**src/hw/rsft_pkg.sv**
```systemverilog
package rsft_pkg;

    // ------------------------------------------------------------------
    // Register offsets
    // ------------------------------------------------------------------
    localparam logic [7:0] ADDR_GLOBAL_OFFSET = 8'h20;
    localparam logic [7:0] ADDR_CAPTURE_MODE = 8'h40;
    localparam logic [7:0] ADDR_CINT_HIGH = 8'h4e;
    localparam logic [7:0] ADDR_CINT_LOW = 8'h4f;
    localparam logic [7:0] ADDR_VCW_HIGH = 8'h50;
    localparam logic [7:0] ADDR_VCW_LOW = 8'h51;
    localparam logic [7:0] ADDR_VRD_HIGH = 8'h52;
    localparam logic [7:0] ADDR_VRD_LOW = 8'h53;
    localparam logic [7:0] ADDR_WRD_HIGH = 8'h54;
    localparam logic [7:0] ADDR_WRD_LOW = 8'h55;
    localparam logic [7:0] ADDR_WCW_HIGH = 8'h56;
    localparam logic [7:0] ADDR_WCW_LOW = 8'h57;
    localparam logic [7:0] ADDR_OVERHEAD_FIRST = 8'h58;
    localparam logic [7:0] ADDR_OVERHEAD_SECOND = 8'h59;
    localparam logic [7:0] ADDR_STATUS = 8'h60;
    localparam logic [7:0] ADDR_CLAMP_CONTROL = 8'h64;
    localparam logic [7:0] ADDR_COL_OFFSET_BASE = 8'h80;
    localparam logic [7:0] ADDR_COL_OFFSET_LAST = 8'hbf;

    // ------------------------------------------------------------------
    // Field positions
    // ------------------------------------------------------------------
    localparam int MODE_SINGLE_SHOT_BIT = 0;
    localparam int CINT_UPDATE_BIT = 6;
    localparam int CLAMP_ENABLE_BIT = 0;
    localparam int SM_SIGN_BIT = 5;

    // ------------------------------------------------------------------
    // Reset values
    // ------------------------------------------------------------------
    localparam logic [11:0] VCW_RESET = 12'h4ff;
    localparam logic [11:0] VRD_RESET = 12'h3ff;
    localparam logic [11:0] WRD_RESET = 12'h3ff;
    localparam logic [11:0] WCW_RESET = 12'h4ff;
    localparam logic [13:0] CINT_RESET = 14'h0100;
    localparam logic [7:0] CLAMP_CONTROL_RESET = 8'h01;

    // ------------------------------------------------------------------
    // Timing counts and saturation limits
    // ------------------------------------------------------------------
    localparam logic [15:0] ROW_FIXED_OVERHEAD = 16'h0013;
    localparam logic [11:0] CLAMP_ROW_MIN_WIDTH = 12'h510;
    localparam logic [11:0] DARK_ROWS_SKIPPED = 12'h003;
    localparam logic [11:0] DARK_ROWS_SAMPLED = 12'h002;
    localparam logic [5:0] OFFSET_SAT_LIMIT = 6'h1f;
    localparam logic [9:0] PIXEL_CODE_MAX = 10'h3ff;

    typedef enum logic [2:0] {
        ST_IDLE = 3'b001,
        ST_INTEG = 3'b010,
        ST_READ = 3'b100
    } rsft_phase_type;

    typedef struct packed {
        logic wr_en;
        logic [7:0] addr;
        logic [7:0] wr_data;
    } rsft_reg_req_type;

    typedef struct packed {
        logic frame_start;
        logic row_start;
        logic line_valid;
        logic clamp_sample;
        logic integ_active;
        logic [11:0] reset_row;
    } rsft_sync_type;

    typedef struct packed {
        logic valid;
        logic [9:0] code;
    } rsft_pixel_type;

endpackage

```
**src/hw/rsft_offset_mem.sv**
```systemverilog
`timescale 1ns/1ps

module rsft_offset_mem #(
    parameter int DEPTH = 64,
    parameter int WIDTH = 6
) (
    input wire logic ref_clk,
    input wire logic wr_en,
    input wire logic [$clog2(DEPTH)-1:0] wr_addr,
    input wire logic [WIDTH-1:0] wr_data,
    input wire logic [$clog2(DEPTH)-1:0] rd_addr,
    output logic [WIDTH-1:0] rd_data
);

    typedef struct packed {
        logic [DEPTH-1:0][WIDTH-1:0] words;
        logic [WIDTH-1:0] rd_data;
    } rsft_mem_state_type;

    rsft_mem_state_type state_reg;
    rsft_mem_state_type state_next;

    // Entries power up undefined until software writes them; the array has no reset.
    always_comb begin
        state_next = state_reg;
        if (wr_en) begin
            state_next.words[wr_addr] = wr_data;
        end
        state_next.rd_data = state_reg.words[rd_addr];
    end

    always_ff @(posedge ref_clk) begin
        state_reg <= state_next;
    end

    assign rd_data = state_reg.rd_data;

endmodule // rsft_offset_mem

```
**src/hw/rsft_frame_timing.sv**
```systemverilog
`timescale 1ns/1ps

// Function
// - Row time is width, overheads plus 19.
// - Integration is count plus one row times.
// - Continuous mode clips integration to frame rows.
// - Single-shot frame stretches to full integration.
// - Continuous frame is row depth plus one.
// - Both clamp rows at least 1296 columns.
// - Window is clipped by the visible frame; rows only in continuous mode.
// - Single-shot integrates fully before readout.
// - Single-shot reads window depth plus one.
// - Clamp reestablished at each frame start.
// - Skip three dark rows, sample two.
// - Clamp control register can disable clamping.
// - 64 column offsets repeat per bank.
// - Column offsets are 6-bit signed magnitude.
// - Global offset added to every column.
// - Offset sum saturates at plus/minus 31.
// - Pixels delivered as 10-bit codes.
// - Integration count adopted on update flag toggle.
// - Single-shot idles until trigger, repeats if high.

module rsft_frame_timing (
    input wire logic ref_clk,
    input wire logic rst_b,
    input wire rsft_pkg::rsft_reg_req_type reg_req,
    output logic [7:0] reg_rd_data,
    input wire logic trigger,
    input wire logic [9:0] adc_code,
    output rsft_pkg::rsft_sync_type sync_out,
    output rsft_pkg::rsft_pixel_type pixel_out
);

    typedef struct packed {
        logic [5:0] global_offset;
        logic [7:0] capture_mode;
        logic [13:0] cint_written;
        logic cint_flag_written;
        logic cint_flag_seen;
        logic [13:0] cint_active;
        logic [11:0] vcw;
        logic [11:0] vrd;
        logic [11:0] wrd;
        logic [11:0] wcw;
        logic [7:0] overhead_first;
        logic [7:0] overhead_second;
        logic [7:0] clamp_control;
        logic [7:0] rd_data;
        logic [2:0] trig_sync;
        logic trig_level;
        rsft_pkg::rsft_phase_type phase;
        logic [15:0] cyc;
        logic [13:0] row;
        logic pipe_valid;
        logic [9:0] pipe_code;
        rsft_pkg::rsft_sync_type sync;
        rsft_pkg::rsft_pixel_type pixel;
    } rsft_state_type;

    rsft_state_type state_reg;
    rsft_state_type state_next;

    logic [5:0] col_offset;
    logic mem_wr_en;

    // ------------------------------------------------------------------
    // Helpers
    // ------------------------------------------------------------------
    function automatic logic signed [7:0] sm_to_signed(input logic [5:0] sm);
        logic signed [7:0] mag;
        mag = signed'({3'h0, sm[4:0]});
        return sm[rsft_pkg::SM_SIGN_BIT] ? -mag : mag;
    endfunction

    function automatic logic [11:0] min12(input logic [11:0] a, input logic [11:0] b);
        return (a < b) ? a : b;
    endfunction

    function automatic logic [11:0] byte_write(input logic [11:0] old, input logic high,
                                               input logic [7:0] data);
        return high ? {data[3:0], old[7:0]} : {old[11:8], data};
    endfunction

    // ------------------------------------------------------------------
    // Derived timing
    // ------------------------------------------------------------------
    logic read_phase;
    logic [11:0] read_row;
    logic dark_clamp_row;
    logic [11:0] row_width;
    logic [15:0] row_len;
    logic row_end;
    logic [13:0] integ_rows;
    logic [13:0] read_rows;
    logic [11:0] win_cols;
    logic [11:0] win_rows;
    logic col_in_window;
    logic signed [7:0] offset_sum;
    logic signed [7:0] offset_sat;
    logic signed [11:0] pixel_sum;

    always_comb begin
        read_phase = (state_reg.phase == rsft_pkg::ST_READ);
        read_row = state_reg.row[11:0];
        dark_clamp_row = read_phase && (read_row >= rsft_pkg::DARK_ROWS_SKIPPED) &&
            (read_row < rsft_pkg::DARK_ROWS_SKIPPED + rsft_pkg::DARK_ROWS_SAMPLED);
        row_width = state_reg.vcw;
        if (dark_clamp_row && state_reg.vcw < rsft_pkg::CLAMP_ROW_MIN_WIDTH) begin
            row_width = rsft_pkg::CLAMP_ROW_MIN_WIDTH;
        end
        row_len = {4'h0, row_width} + {8'h0, state_reg.overhead_first} +
            {8'h0, state_reg.overhead_second} + rsft_pkg::ROW_FIXED_OVERHEAD;
        row_end = (state_reg.cyc >= row_len - 16'h0001);
        if (state_reg.capture_mode[rsft_pkg::MODE_SINGLE_SHOT_BIT]) begin
            integ_rows = state_reg.cint_active;
            read_rows = {2'h0, state_reg.wrd};
        end else begin
            integ_rows = (state_reg.cint_active > {2'h0, state_reg.vrd}) ?
                {2'h0, state_reg.vrd} : state_reg.cint_active;
            read_rows = {2'h0, state_reg.vrd};
        end
        win_cols = min12(state_reg.wcw, state_reg.vcw);
        win_rows = min12(state_reg.wrd, state_reg.vrd);
        col_in_window = read_phase && (state_reg.cyc <= {4'h0, win_cols}) &&
            (state_reg.capture_mode[rsft_pkg::MODE_SINGLE_SHOT_BIT] || read_row <= win_rows);
        offset_sum = sm_to_signed(state_reg.global_offset) + sm_to_signed(col_offset);
        offset_sat = offset_sum;
        if (offset_sum > 8'sd31) begin
            offset_sat = signed'({2'h0, rsft_pkg::OFFSET_SAT_LIMIT});
        end else if (offset_sum < -8'sd31) begin
            offset_sat = -signed'({2'h0, rsft_pkg::OFFSET_SAT_LIMIT});
        end
        pixel_sum = signed'({2'h0, state_reg.pipe_code}) + 12'(offset_sat);
    end

    assign mem_wr_en = reg_req.wr_en && (reg_req.addr >= rsft_pkg::ADDR_COL_OFFSET_BASE) &&
        (reg_req.addr <= rsft_pkg::ADDR_COL_OFFSET_LAST);

    rsft_offset_mem #(
        .DEPTH(64),
        .WIDTH(6)
    ) u_offset_mem (
        .ref_clk(ref_clk),
        .wr_en(mem_wr_en),
        .wr_addr(reg_req.addr[5:0]),
        .wr_data(reg_req.wr_data[5:0]),
        .rd_addr(state_reg.cyc[5:0]),
        .rd_data(col_offset)
    );

    // ------------------------------------------------------------------
    // Next state
    // ------------------------------------------------------------------
    always_comb begin
        state_next = state_reg;
        state_next.sync.frame_start = 1'b0;
        state_next.sync.row_start = 1'b0;

        // Register writes.
        if (reg_req.wr_en) begin
            unique case (reg_req.addr)
                rsft_pkg::ADDR_GLOBAL_OFFSET: state_next.global_offset = reg_req.wr_data[5:0];
                rsft_pkg::ADDR_CAPTURE_MODE: state_next.capture_mode = reg_req.wr_data;
                rsft_pkg::ADDR_CINT_HIGH: begin
                    state_next.cint_written[13:8] = reg_req.wr_data[5:0];
                    state_next.cint_flag_written =
                        reg_req.wr_data[rsft_pkg::CINT_UPDATE_BIT];
                end
                rsft_pkg::ADDR_CINT_LOW: state_next.cint_written[7:0] = reg_req.wr_data;
                rsft_pkg::ADDR_VCW_HIGH,
                rsft_pkg::ADDR_VCW_LOW:
                    state_next.vcw = byte_write(state_reg.vcw, ~reg_req.addr[0],
                        reg_req.wr_data);
                rsft_pkg::ADDR_VRD_HIGH,
                rsft_pkg::ADDR_VRD_LOW:
                    state_next.vrd = byte_write(state_reg.vrd, ~reg_req.addr[0],
                        reg_req.wr_data);
                rsft_pkg::ADDR_WRD_HIGH,
                rsft_pkg::ADDR_WRD_LOW:
                    state_next.wrd = byte_write(state_reg.wrd, ~reg_req.addr[0],
                        reg_req.wr_data);
                rsft_pkg::ADDR_WCW_HIGH,
                rsft_pkg::ADDR_WCW_LOW:
                    state_next.wcw = byte_write(state_reg.wcw, ~reg_req.addr[0],
                        reg_req.wr_data);
                rsft_pkg::ADDR_OVERHEAD_FIRST: state_next.overhead_first = reg_req.wr_data;
                rsft_pkg::ADDR_OVERHEAD_SECOND: state_next.overhead_second = reg_req.wr_data;
                rsft_pkg::ADDR_CLAMP_CONTROL: state_next.clamp_control = reg_req.wr_data;
                default: begin
                end
            endcase
        end

        // Register reads return one cycle later.
        unique case (reg_req.addr)
            rsft_pkg::ADDR_GLOBAL_OFFSET: state_next.rd_data = {2'h0, state_reg.global_offset};
            rsft_pkg::ADDR_CAPTURE_MODE: state_next.rd_data = state_reg.capture_mode;
            rsft_pkg::ADDR_CINT_HIGH:
                state_next.rd_data = {1'b0, state_reg.cint_flag_written, state_reg.cint_active[13:8]};
            rsft_pkg::ADDR_CINT_LOW: state_next.rd_data = state_reg.cint_active[7:0];
            rsft_pkg::ADDR_VCW_HIGH: state_next.rd_data = {4'h0, state_reg.vcw[11:8]};
            rsft_pkg::ADDR_VCW_LOW: state_next.rd_data = state_reg.vcw[7:0];
            rsft_pkg::ADDR_VRD_HIGH: state_next.rd_data = {4'h0, state_reg.vrd[11:8]};
            rsft_pkg::ADDR_VRD_LOW: state_next.rd_data = state_reg.vrd[7:0];
            rsft_pkg::ADDR_WRD_HIGH: state_next.rd_data = {4'h0, state_reg.wrd[11:8]};
            rsft_pkg::ADDR_WRD_LOW: state_next.rd_data = state_reg.wrd[7:0];
            rsft_pkg::ADDR_WCW_HIGH: state_next.rd_data = {4'h0, state_reg.wcw[11:8]};
            rsft_pkg::ADDR_WCW_LOW: state_next.rd_data = state_reg.wcw[7:0];
            rsft_pkg::ADDR_OVERHEAD_FIRST: state_next.rd_data = state_reg.overhead_first;
            rsft_pkg::ADDR_OVERHEAD_SECOND: state_next.rd_data = state_reg.overhead_second;
            rsft_pkg::ADDR_STATUS:
                state_next.rd_data = {4'h0, state_reg.sync.clamp_sample, state_reg.phase};
            rsft_pkg::ADDR_CLAMP_CONTROL: state_next.rd_data = state_reg.clamp_control;
            default: state_next.rd_data = 8'h00;
        endcase

        // Trigger pin: three stages, level changes once the last two agree.
        state_next.trig_sync = {state_reg.trig_sync[1:0], trigger};
        if (state_reg.trig_sync[2] == state_reg.trig_sync[1]) begin
            state_next.trig_level = state_reg.trig_sync[2];
        end

        // Row and frame sequencing.
        if (state_reg.phase != rsft_pkg::ST_IDLE) begin
            state_next.cyc = row_end ? 16'h0000 : state_reg.cyc + 16'h0001;
        end
        unique case (state_reg.phase)
            rsft_pkg::ST_IDLE: begin
                if (!state_reg.capture_mode[rsft_pkg::MODE_SINGLE_SHOT_BIT] ||
                    state_reg.trig_level) begin
                    state_next.phase = state_reg.capture_mode[rsft_pkg::MODE_SINGLE_SHOT_BIT] ?
                        rsft_pkg::ST_INTEG : rsft_pkg::ST_READ;
                    state_next.cyc = 16'h0000;
                    state_next.row = 14'h0000;
                    state_next.sync.frame_start = 1'b1;
                    state_next.sync.row_start = 1'b1;
                end
            end
            rsft_pkg::ST_INTEG: begin
                if (row_end) begin
                    state_next.row = state_reg.row + 14'h0001;
                    state_next.sync.row_start = 1'b1;
                    if (state_reg.row == integ_rows) begin
                        state_next.phase = rsft_pkg::ST_READ;
                        state_next.row = 14'h0000;
                    end
                end
            end
            rsft_pkg::ST_READ: begin
                if (row_end) begin
                    state_next.row = state_reg.row + 14'h0001;
                    state_next.sync.row_start = 1'b1;
                    if (state_reg.row >= read_rows) begin
                        state_next.row = 14'h0000;
                        state_next.sync.frame_start = 1'b1;
                        if (state_reg.capture_mode[rsft_pkg::MODE_SINGLE_SHOT_BIT]) begin
                            // Host trigger level decides whether another frame follows.
                            state_next.phase = state_reg.trig_level ?
                                rsft_pkg::ST_INTEG : rsft_pkg::ST_IDLE;
                            state_next.sync.frame_start = state_reg.trig_level;
                            state_next.sync.row_start = state_reg.trig_level;
                        end
                    end
                end
            end
            default: begin
                state_next.phase = rsft_pkg::ST_IDLE;
                state_next.row = 14'h0000;
            end
        endcase

        // A new integration count takes effect only at a frame boundary.
        if (state_next.sync.frame_start &&
            state_reg.cint_flag_written != state_reg.cint_flag_seen) begin
            state_next.cint_active = state_reg.cint_written;
            state_next.cint_flag_seen = state_reg.cint_flag_written;
        end

        // Sync outputs.
        state_next.sync.line_valid = col_in_window;
        state_next.sync.clamp_sample = dark_clamp_row &&
            state_reg.clamp_control[rsft_pkg::CLAMP_ENABLE_BIT];
        state_next.sync.integ_active = (state_reg.phase == rsft_pkg::ST_INTEG) ||
            (read_phase && !state_reg.capture_mode[rsft_pkg::MODE_SINGLE_SHOT_BIT]);
        if (read_phase && !state_reg.capture_mode[rsft_pkg::MODE_SINGLE_SHOT_BIT]) begin
            // Rolling reset pointer leads readout by the clipped integration rows.
            state_next.sync.reset_row = (read_row + integ_rows[11:0] + 12'h001 > state_reg.vrd) ?
                read_row + integ_rows[11:0] - state_reg.vrd :
                read_row + integ_rows[11:0] + 12'h001;
        end else begin
            state_next.sync.reset_row = read_row;
        end

        // Pixel path: offset memory answers one cycle after the column count.
        state_next.pipe_valid = col_in_window;
        state_next.pipe_code = adc_code;
        state_next.pixel.valid = state_reg.pipe_valid;
        if (pixel_sum < 12'sd0) begin
            state_next.pixel.code = 10'h000;
        end else if (pixel_sum > signed'({2'h0, rsft_pkg::PIXEL_CODE_MAX})) begin
            state_next.pixel.code = rsft_pkg::PIXEL_CODE_MAX;
        end else begin
            state_next.pixel.code = pixel_sum[9:0];
        end
    end

    // ------------------------------------------------------------------
    // State register
    // ------------------------------------------------------------------
    always_ff @(posedge ref_clk) begin
        if (!rst_b) begin
            state_reg <= '0;
            state_reg.phase <= rsft_pkg::ST_IDLE;
            state_reg.vcw <= rsft_pkg::VCW_RESET;
            state_reg.vrd <= rsft_pkg::VRD_RESET;
            state_reg.wrd <= rsft_pkg::WRD_RESET;
            state_reg.wcw <= rsft_pkg::WCW_RESET;
            state_reg.cint_written <= rsft_pkg::CINT_RESET;
            state_reg.cint_active <= rsft_pkg::CINT_RESET;
            state_reg.clamp_control <= rsft_pkg::CLAMP_CONTROL_RESET;
        end else begin
            state_reg <= state_next;
        end
    end

    assign reg_rd_data = state_reg.rd_data;
    assign sync_out = state_reg.sync;
    assign pixel_out = state_reg.pixel;

endmodule // rsft_frame_timing

```
**config.mk**
```make
export PLATFORM = sky130hd
export DESIGN_NAME = rsft_frame_timing
export DESIGN_NICKNAME = d
export VERILOG_FILES = /design/src/hw/rsft_pkg.sv /design/src/hw/rsft_offset_mem.sv /design/src/hw/rsft_frame_timing.sv
export SDC_FILE = /design/constraint.sdc
export NUM_CORES = 1
export LEC_CHECK = 0
export BUFFER_PORTS_ARGS = -buffer_cell sky130_fd_sc_hd__buf_2
export CAP_MARGIN = 20
export CORE_ASPECT_RATIO = 0.75
export CORE_MARGIN = 5
export CORE_UTILIZATION = 40
export CTS_CLUSTER_SIZE = 16
export DETAILED_ROUTE_END_ITERATION = 7
export SYNTH_ARGS = -nofsm -noshare
export SYNTH_HDL_FRONTEND = slang
export SYNTH_SLANG_ARGS = --single-unit
```
**constraint.sdc**
```tcl
create_clock -name ref_clk -period 9.3 [get_ports ref_clk]
set_clock_uncertainty 0.1 [all_clocks]
set_input_delay 0.465 -clock ref_clk [delete_from_list [all_inputs] [get_ports ref_clk]]
set_output_delay 0.465 -clock ref_clk [all_outputs]
set_load 0.02 [all_outputs]
```
-- Word level (Yosys, flattened, before mapping)
Cells that the tools add are included.
- add/sub/neg operators: 13
- reduce and logical (&&, ||, !) cells: 37
- $lt $le $gt $ge: 20
- multiplexer cells: 43
- equality and inequality tests: 29
- bitwise logic cells: 2
- operators by type and width (cell ; number):
    bitwise mux 384 bit ; 1
    case mux 8 bit (16 select lines) ; 1
    == test 8 x 7 -> 1 bit (second input constant) ; 15
    two-way mux 14 bit ; 6
    two-way mux 12 bit ; 6
    two-way mux 16 bit ; 3
    case mux 14 bit (3 select lines) ; 1
    binary-select mux 6 bit (select 6 bit) ; 1
    demux 6 bit (select 6 bit) ; 1
    two-way mux 33 bit ; 1
    two-way mux 8 bit ; 4
    AND reduction 3 bit ; 9
    < comparator 12 bit ; 2
    two-way mux 3 bit ; 6
    adder 16 x 1 -> 16 bit (second input constant) ; 1
    greater-or-equal comparator 16 bit ; 1
    less-or-equal comparator 16 x 12 -> 1 bit ; 1
    negator 5 -> 8 bit ; 2
    subtractor 15 x 1 -> 16 bit (second input constant) ; 1
    adder 14 x 5 -> 15 bit (second input constant) ; 1
    adder 13 x 8 -> 14 bit ; 1
    adder 14 x 1 -> 14 bit (second input constant) ; 1
    == test 14 bit ; 1
    greater-or-equal comparator 14 bit ; 1
    other kinds (43) ; 76
- output and inout bits: 36
- word-level logic and storage cells: 242
- bits of input ports: 30
- bits in registers: 589

-- Depth between registers and ports, before layout
- word-level depth: 14
- depth in mapped cells: 30
- mapped depth without buffers: 29

-- Cells and area by module
Synthesis repeated with hierarchy kept, for this count alone.
- cells, all modules: 2456
- area, all modules: 29203.0 µm²
- modules (own cells, without submodules) (module ; seq. area each (µm²) ; area an instance (µm²) ; instances ; cells each):
    rsft_offset_mem ; 11651.2 ; 15182.1 ; 1 ; 734
    rsft_frame_timing ; 3983.8 ; 14020.9 ; 1 ; 1722

-- Worst setup path after synthesis
OpenSTA, ideal clock, no wires.
- path type: reg2reg
- start: register state_reg, in the netlist read_row[1]
- end: register state_reg[164] in the netlist's numbering
- slack: 2.889 ns
- setup time: 0.129 ns
- required time: 9.071 ns
- data arrival time: 6.182 ns
- cell stages (with the launch flop): 29
- period minus slack after synthesis: 6.411 ns
- buffers on the path: 1
- path through: dfxtp_1 ha_1 mux2i_1 or4_1 nor3_1 and3_1 nor2_1 fa_1 fa_1 ha_1 fa_1 a21oi_1 nor2_1 nor2_1 o21bai_1 a21oi_1 o21bai_1 a21oi_1 xnor2_1 ha_1 nand4_1 o211ai_1 a21oi_1 o21ai_0 a31oi_1 nor3_1 buf_2 mux2i_1 nand2_1
- cells in the longest elaborated chain, start to end: 13
- elaborated cells on any way between the ends: 16
- classes of those cells: 4 x add/sub; 4 x order compare; 4 x mux; 4 x reduce/logical
- RTL lines (what ; RTL line ; text):
    start, declared ; rsft_frame_timing.sv:61 ; rsft_state_type state_reg;
    start signal, assigned ; rsft_frame_timing.sv:323 ; state_reg <= state_next;
    greater-or-equal comparator 12 x 2 -> 1 bit ; rsft_frame_timing.sv:106 ; dark_clamp_row = read_phase && (read_row >= rsft_pkg::DARK_ROWS_SKIPPED) &&
    logical AND 1 bit (2 in series) ; rsft_frame_timing.sv:106 ;
    logical AND 1 bit ; rsft_frame_timing.sv:109 ; if (dark_clamp_row && state_reg.vcw < rsft_pkg::CLAMP_ROW_MIN_WIDTH) begin
    two-way mux 12 bit ; rsft_frame_timing.sv:109 ;
    adder 12 x 8 -> 13 bit ; rsft_frame_timing.sv:112 ; row_len = {4'h0, row_width} + {8'h0, state_reg.overhead_first} +
    adder 13 x 8 -> 14 bit ; rsft_frame_timing.sv:112 ;
    adder 14 x 5 -> 15 bit ; rsft_frame_timing.sv:113 ; {8'h0, state_reg.overhead_second} + rsft_pkg::ROW_FIXED_OVERHEAD;
    subtractor 15 x 1 -> 16 bit ; rsft_frame_timing.sv:114 ; row_end = (state_reg.cyc >= row_len - 16'h0001);
    greater-or-equal comparator 16 bit ; rsft_frame_timing.sv:114 ;
    two-way mux 2 bit * ; rsft_frame_timing.sv:251 ; if (row_end) begin
    case mux 1 bit (2 select lines) * ; rsft_frame_timing.sv:228 ; unique case (state_reg.phase)
    logical AND 1 bit * ; rsft_frame_timing.sv:274 ; if (state_next.sync.frame_start &&
Every way passes the cells marked *; elsewhere a longest branch is shown, timed or not.
A chain may end at the register's enable or synchronous reset.

-- Worst setup path in the final report
- start: register state_reg[143] in the netlist's numbering
- end: register state_reg, in the netlist sync_out[2]
- cells in the longest elaborated chain, start to end: 8
- elaborated cells on any way between the ends: 9
- classes of those cells: 3 x add/sub; 2 x order compare; 4 x mux
- RTL lines (what ; RTL line ; text):
    > comparator 14 x 12 -> 1 bit ; rsft_frame_timing.sv:119 ; integ_rows = (state_reg.cint_active > {2'h0, state_reg.vrd}) ?
    two-way mux 14 bit ; rsft_frame_timing.sv:119 ;
    two-way mux 14 bit ; rsft_frame_timing.sv:115 ; if (state_reg.capture_mode[rsft_pkg::MODE_SINGLE_SHOT_BIT]) begin
    adder 12 bit ; rsft_frame_timing.sv:288, rsft_frame_timing.sv:289, rsft_frame_timing.sv:290 ;
    adder 12 x 1 -> 12 bit ; rsft_frame_timing.sv:288, rsft_frame_timing.sv:290 ;
    > comparator 12 bit ; rsft_frame_timing.sv:288 ; state_next.sync.reset_row = (read_row + integ_rows[11:0] + 12'h001 > state_reg.vrd) ?
    two-way mux 12 bit * ; rsft_frame_timing.sv:288 ;
    two-way mux 12 bit * ; rsft_frame_timing.sv:286 ; if (read_phase && !state_reg.capture_mode[rsft_pkg::MODE_SINGLE_SHOT_BIT]) begin
Marked as above.

==> reports/summary.txt <==
Hold-fix buffer count after cts: 9
Critical Setup Path Class: flip-flop to flip-flop
Residual overflow from global routing: 0
Number of failing hold endpoints at the final stage: 0
Data arrival time of the worst path: 7.82 ns
Die area: 0.0781 mm^2
Vias per Instance: 5.71
Library cells used by synthesis: 69
Period utilisation layout: 0.797
Setup violation total in the final timing report: 0
RSZ-0062 raised after global routing: false
Initial drt markers: 1958
Number of nets produced by synthesis: 2537
Critical path fanouts, max: 18
Number of buffers inserted by post-CTS setup repair: 0
Startpoint types: flip-flop
Post-synth EDFFs: 384
Routed len/inst: 23.3 um
Hold path startpoint: adc_code[5]
Buffers and inverters on the worst path: 1
IO Port Bufs: 65
Via count of the first global-routing pass: 18400
Max-cap check violation count: 0
Cell types with the largest area share after synthesis: sky130_fd_sc_hd__edfxtp_1 (40%), sky130_fd_sc_hd__dfxtp_1 (14%), sky130_fd_sc_hd__mux4_2 (10%)
Leak: 11.5 nW
Starting density of the core: 0.404
Largest net degree at the start of global routing: 80
Worst-case reg-to-reg path depth: 27
Final total negative setup slack: 0 ns
Half-perimeter wire length after placement: 53900 um
Final layout net count: 2550
Post-DP Area: 0.0301 mm^2
Worst-skew pair later-pin latency: 0.63 ns
Mean post-synth cell area: 12.4 um^2
Total wire length after detailed routing: 78000 um
Worst slew margin: 0.332
Area Overhead vs Synth: 10.4%
Post-route minimum period: 7.42 ns
DRC: 0
Family of cells with the greatest summed delay on the critical path: compound AO/OA/AOI/OAI gates
Clock tree from TritonCTS: done
Worst ir drop on vdd: 0.138 mV
Number of synthesis warnings: 0
Master cell of the clock root buffer: sky130_fd_sc_hd__clkbuf_16
Global-route wire length before repair: 117000 um
Tightest Pin Transition: 1.00 ns
Reg2reg setup slack: 1.88 ns
Ports placed on the boundary: 66
Post-synthesis sequential element count: 589
Overall global routing resource usage: 0.195
Final Max Tran Viols: 0
Proportion of synthesized chip area in sequential cells: 0.539
Storage element area: 0.0156 mm^2
Post-synth top area cell: sky130_fd_sc_hd__edfxtp_1
Clock-pin transition on the worst setup and hold timing paths: 0.07 ns
Number of cells on the worst hold path: 2
Portion of synthesized cell area occupied by the leading cell type: 0.397
Dominant register cell in the synthesized netlist: sky130_fd_sc_hd__edfxtp_1
Worst path slowest cell: sky130_fd_sc_hd__o21a_1
Highest clock frequency the design can meet: 0.135 GHz
Hold Path Sink: state_reg[33]
Critical register-to-register path endpoint: sync_out[2]
Cells resized by post-CTS repair: 0
Antenna violations before repair: 8
Multi-input gate area: 0.0123 mm^2
Flip-flop count of the largest register, all copies and words added: 384
Bufs on Longest Clock Path: 3
Die boundary height: 243 um
Commonest non-fill, non-tap cell in the layout: sky130_fd_sc_hd__edfxtp_1
Fin Hold WS: 0.0178 ns
Via total after detailed routing: 19100
Width of the die: 321 um
First-pass detailed-route iteration total: 6
Synth Instances: 2336
Type of element capturing the critical path: flip-flop
Deepest level of the CTS H-tree: 2
Reg-to-reg critical path startpoint: state_reg[143]
ANT nets after route: 0
Post-synth ARST share: 0
Sink count of the clock tree: 589
Fraction of final layout cells sized beyond drive strength 1: 0.148
Class of the tightest hold or removal check: input pin to flip-flop
Floorplan row count: 85
Final estimated routing congestion in global placement: 0.967
Ratio of total power to cell area: 195 mW/mm^2
Core area: 0.0719 mm^2
Netlist area before placement: 0.0290 mm^2
Outcome: finished, final reports clean
Crit path required time: 9.70 ns
Commonest cells after routing, fill and taps aside: sky130_fd_sc_hd__edfxtp_1 (384), sky130_fd_sc_hd__dfxtp_1 (202), sky130_fd_sc_hd__nand2_1 (197)
CTS Buf Count: 57
Non-Filler Cell Area, Final: 0.0320 mm^2
Filler cell count: 6553
Largest stage delay on the critical path: 0.61 ns
[worst max path at each step]
| stage | end | depth (start not counted) | startpoint |
|---|---|---|---|
| 2_1_floorplan | state_reg[164] | 28 | read_row[1] |
| 3_3_place_gp | read_row[0] | 26 | read_row[1] |
| 4_1_cts | sync_out[2] | 27 | state_reg[143] |
| 3_5_place_dp | read_row[0] | 26 | read_row[1] |
| 6_report | sync_out[2] | 27 | state_reg[143] |
| 5_1_grt | read_row[4] | 27 | read_row[1] |
[logic make-up after synthesis]
logic type      after synthesis  synth area share
simple gates                645             0.105
mux                         210             0.129
flops                       589             0.539
xor+xnor                     78            0.0235
buf+inv                     246            0.0371
fa+ha+maj                   171            0.0771
compound gates              397            0.0893
[stage by stage]
stage | setup WS [ns] | utilization | std cells | total power, W
after floorplan | 2.89 | - | 2336 | 0.00372
after global placement | 2.20 | 0.418 | 3237 | 0.00399
after detailed placement | 2.12 | 0.419 | 3238 | 0.00400
after CTS | 2.08 | 0.445 | 3352 | 0.00630
after global routing | 1.38 | 0.445 | 3352 | 0.00650
final | 1.88 | 0.445 | 3354 | 0.00624
[power by group]
group	switching (W)	leakage [nW]	total, W	internal, W
combinational	0.000574	5.47	0.00104	0.000467
sequential	0.0000699	5.11	0.00290	0.00283
clock	0.000994	0.905	0.00230	0.00130
[cells in the mapped netlist (all sizes together) (4+ instances only)]
cell type,n
o21bai,11
and2,23
o211ai,24
a22oi,23
nand2,197
xnor2,51
o21a,15
buf,56
mux4,130
ha,158
a22o,16
a2111oi,6
nor4,8
edfxtp,384
a21oi,137
a41oi,5
nor3,16
or2,7
a31oi,9
o31ai,6
a211oi,12
dfxtp,205
a21o,37
nor2b,33
and4,4
nand3,112
nand4,20
a221oi,11
clkbuf,94
and3,24
fa,13
nor2,158
mux2,19
inv,95
mux2i,61
or4,7
o21ai,62
nand2b,22
or3,6
xor2,27
[per-layer routing]
layer  part of all wire  vias to the layer above  track usage  wire, um
met5            0.00073                        -            0        57
met4              0.017                        8       0.0406      1350
met3               0.10                      104       0.0585      7790
met2               0.40                      746        0.268     31400
met1               0.48                     9539        0.304     37400
li1                   -                     8748            -         -
[area by class of cell]
type / instances / share of cell area
inverters: 96 / 0.0113
repair buffers: 104 / 0.0201
clock inverters: 22 / 0.00641
flip-flops and latches: 589 / 0.488
diodes: 2 / 0.000156
well taps: 957 / 0.0374
multi-input cells: 1501 / 0.385
clock buffers: 83 / 0.0511
[worst register-to-register path, cell delays in order (launching register included)]
cell and delay [ns]:
sky130_fd_sc_hd__dfxtp_1 0.57, sky130_fd_sc_hd__inv_1 0.19, sky130_fd_sc_hd__ha_1 0.34, sky130_fd_sc_hd__nand4_1 0.18
sky130_fd_sc_hd__o41ai_1 0.49, sky130_fd_sc_hd__o21bai_2 0.26, sky130_fd_sc_hd__nand2_1 0.38, sky130_fd_sc_hd__nand2_1 0.18
sky130_fd_sc_hd__o21ai_0 0.11, sky130_fd_sc_hd__ha_1 0.25, sky130_fd_sc_hd__fa_1 0.42, sky130_fd_sc_hd__a21o_1 0.21
sky130_fd_sc_hd__a221oi_1 0.38, sky130_fd_sc_hd__nor2_1 0.10, sky130_fd_sc_hd__xnor2_1 0.28, sky130_fd_sc_hd__and3_1 0.26
sky130_fd_sc_hd__nand4_1 0.13, sky130_fd_sc_hd__xnor2_1 0.19, sky130_fd_sc_hd__ha_1 0.32, sky130_fd_sc_hd__nand4_1 0.12
sky130_fd_sc_hd__or2_2 0.33, sky130_fd_sc_hd__a21oi_1 0.14, sky130_fd_sc_hd__a211oi_1 0.06, sky130_fd_sc_hd__o21ai_0 0.12
sky130_fd_sc_hd__o21a_1 0.61, sky130_fd_sc_hd__mux2i_1 0.27, sky130_fd_sc_hd__mux2i_1 0.09, sky130_fd_sc_hd__and2_1 0.16
Power figures use the tool's default switching activity.
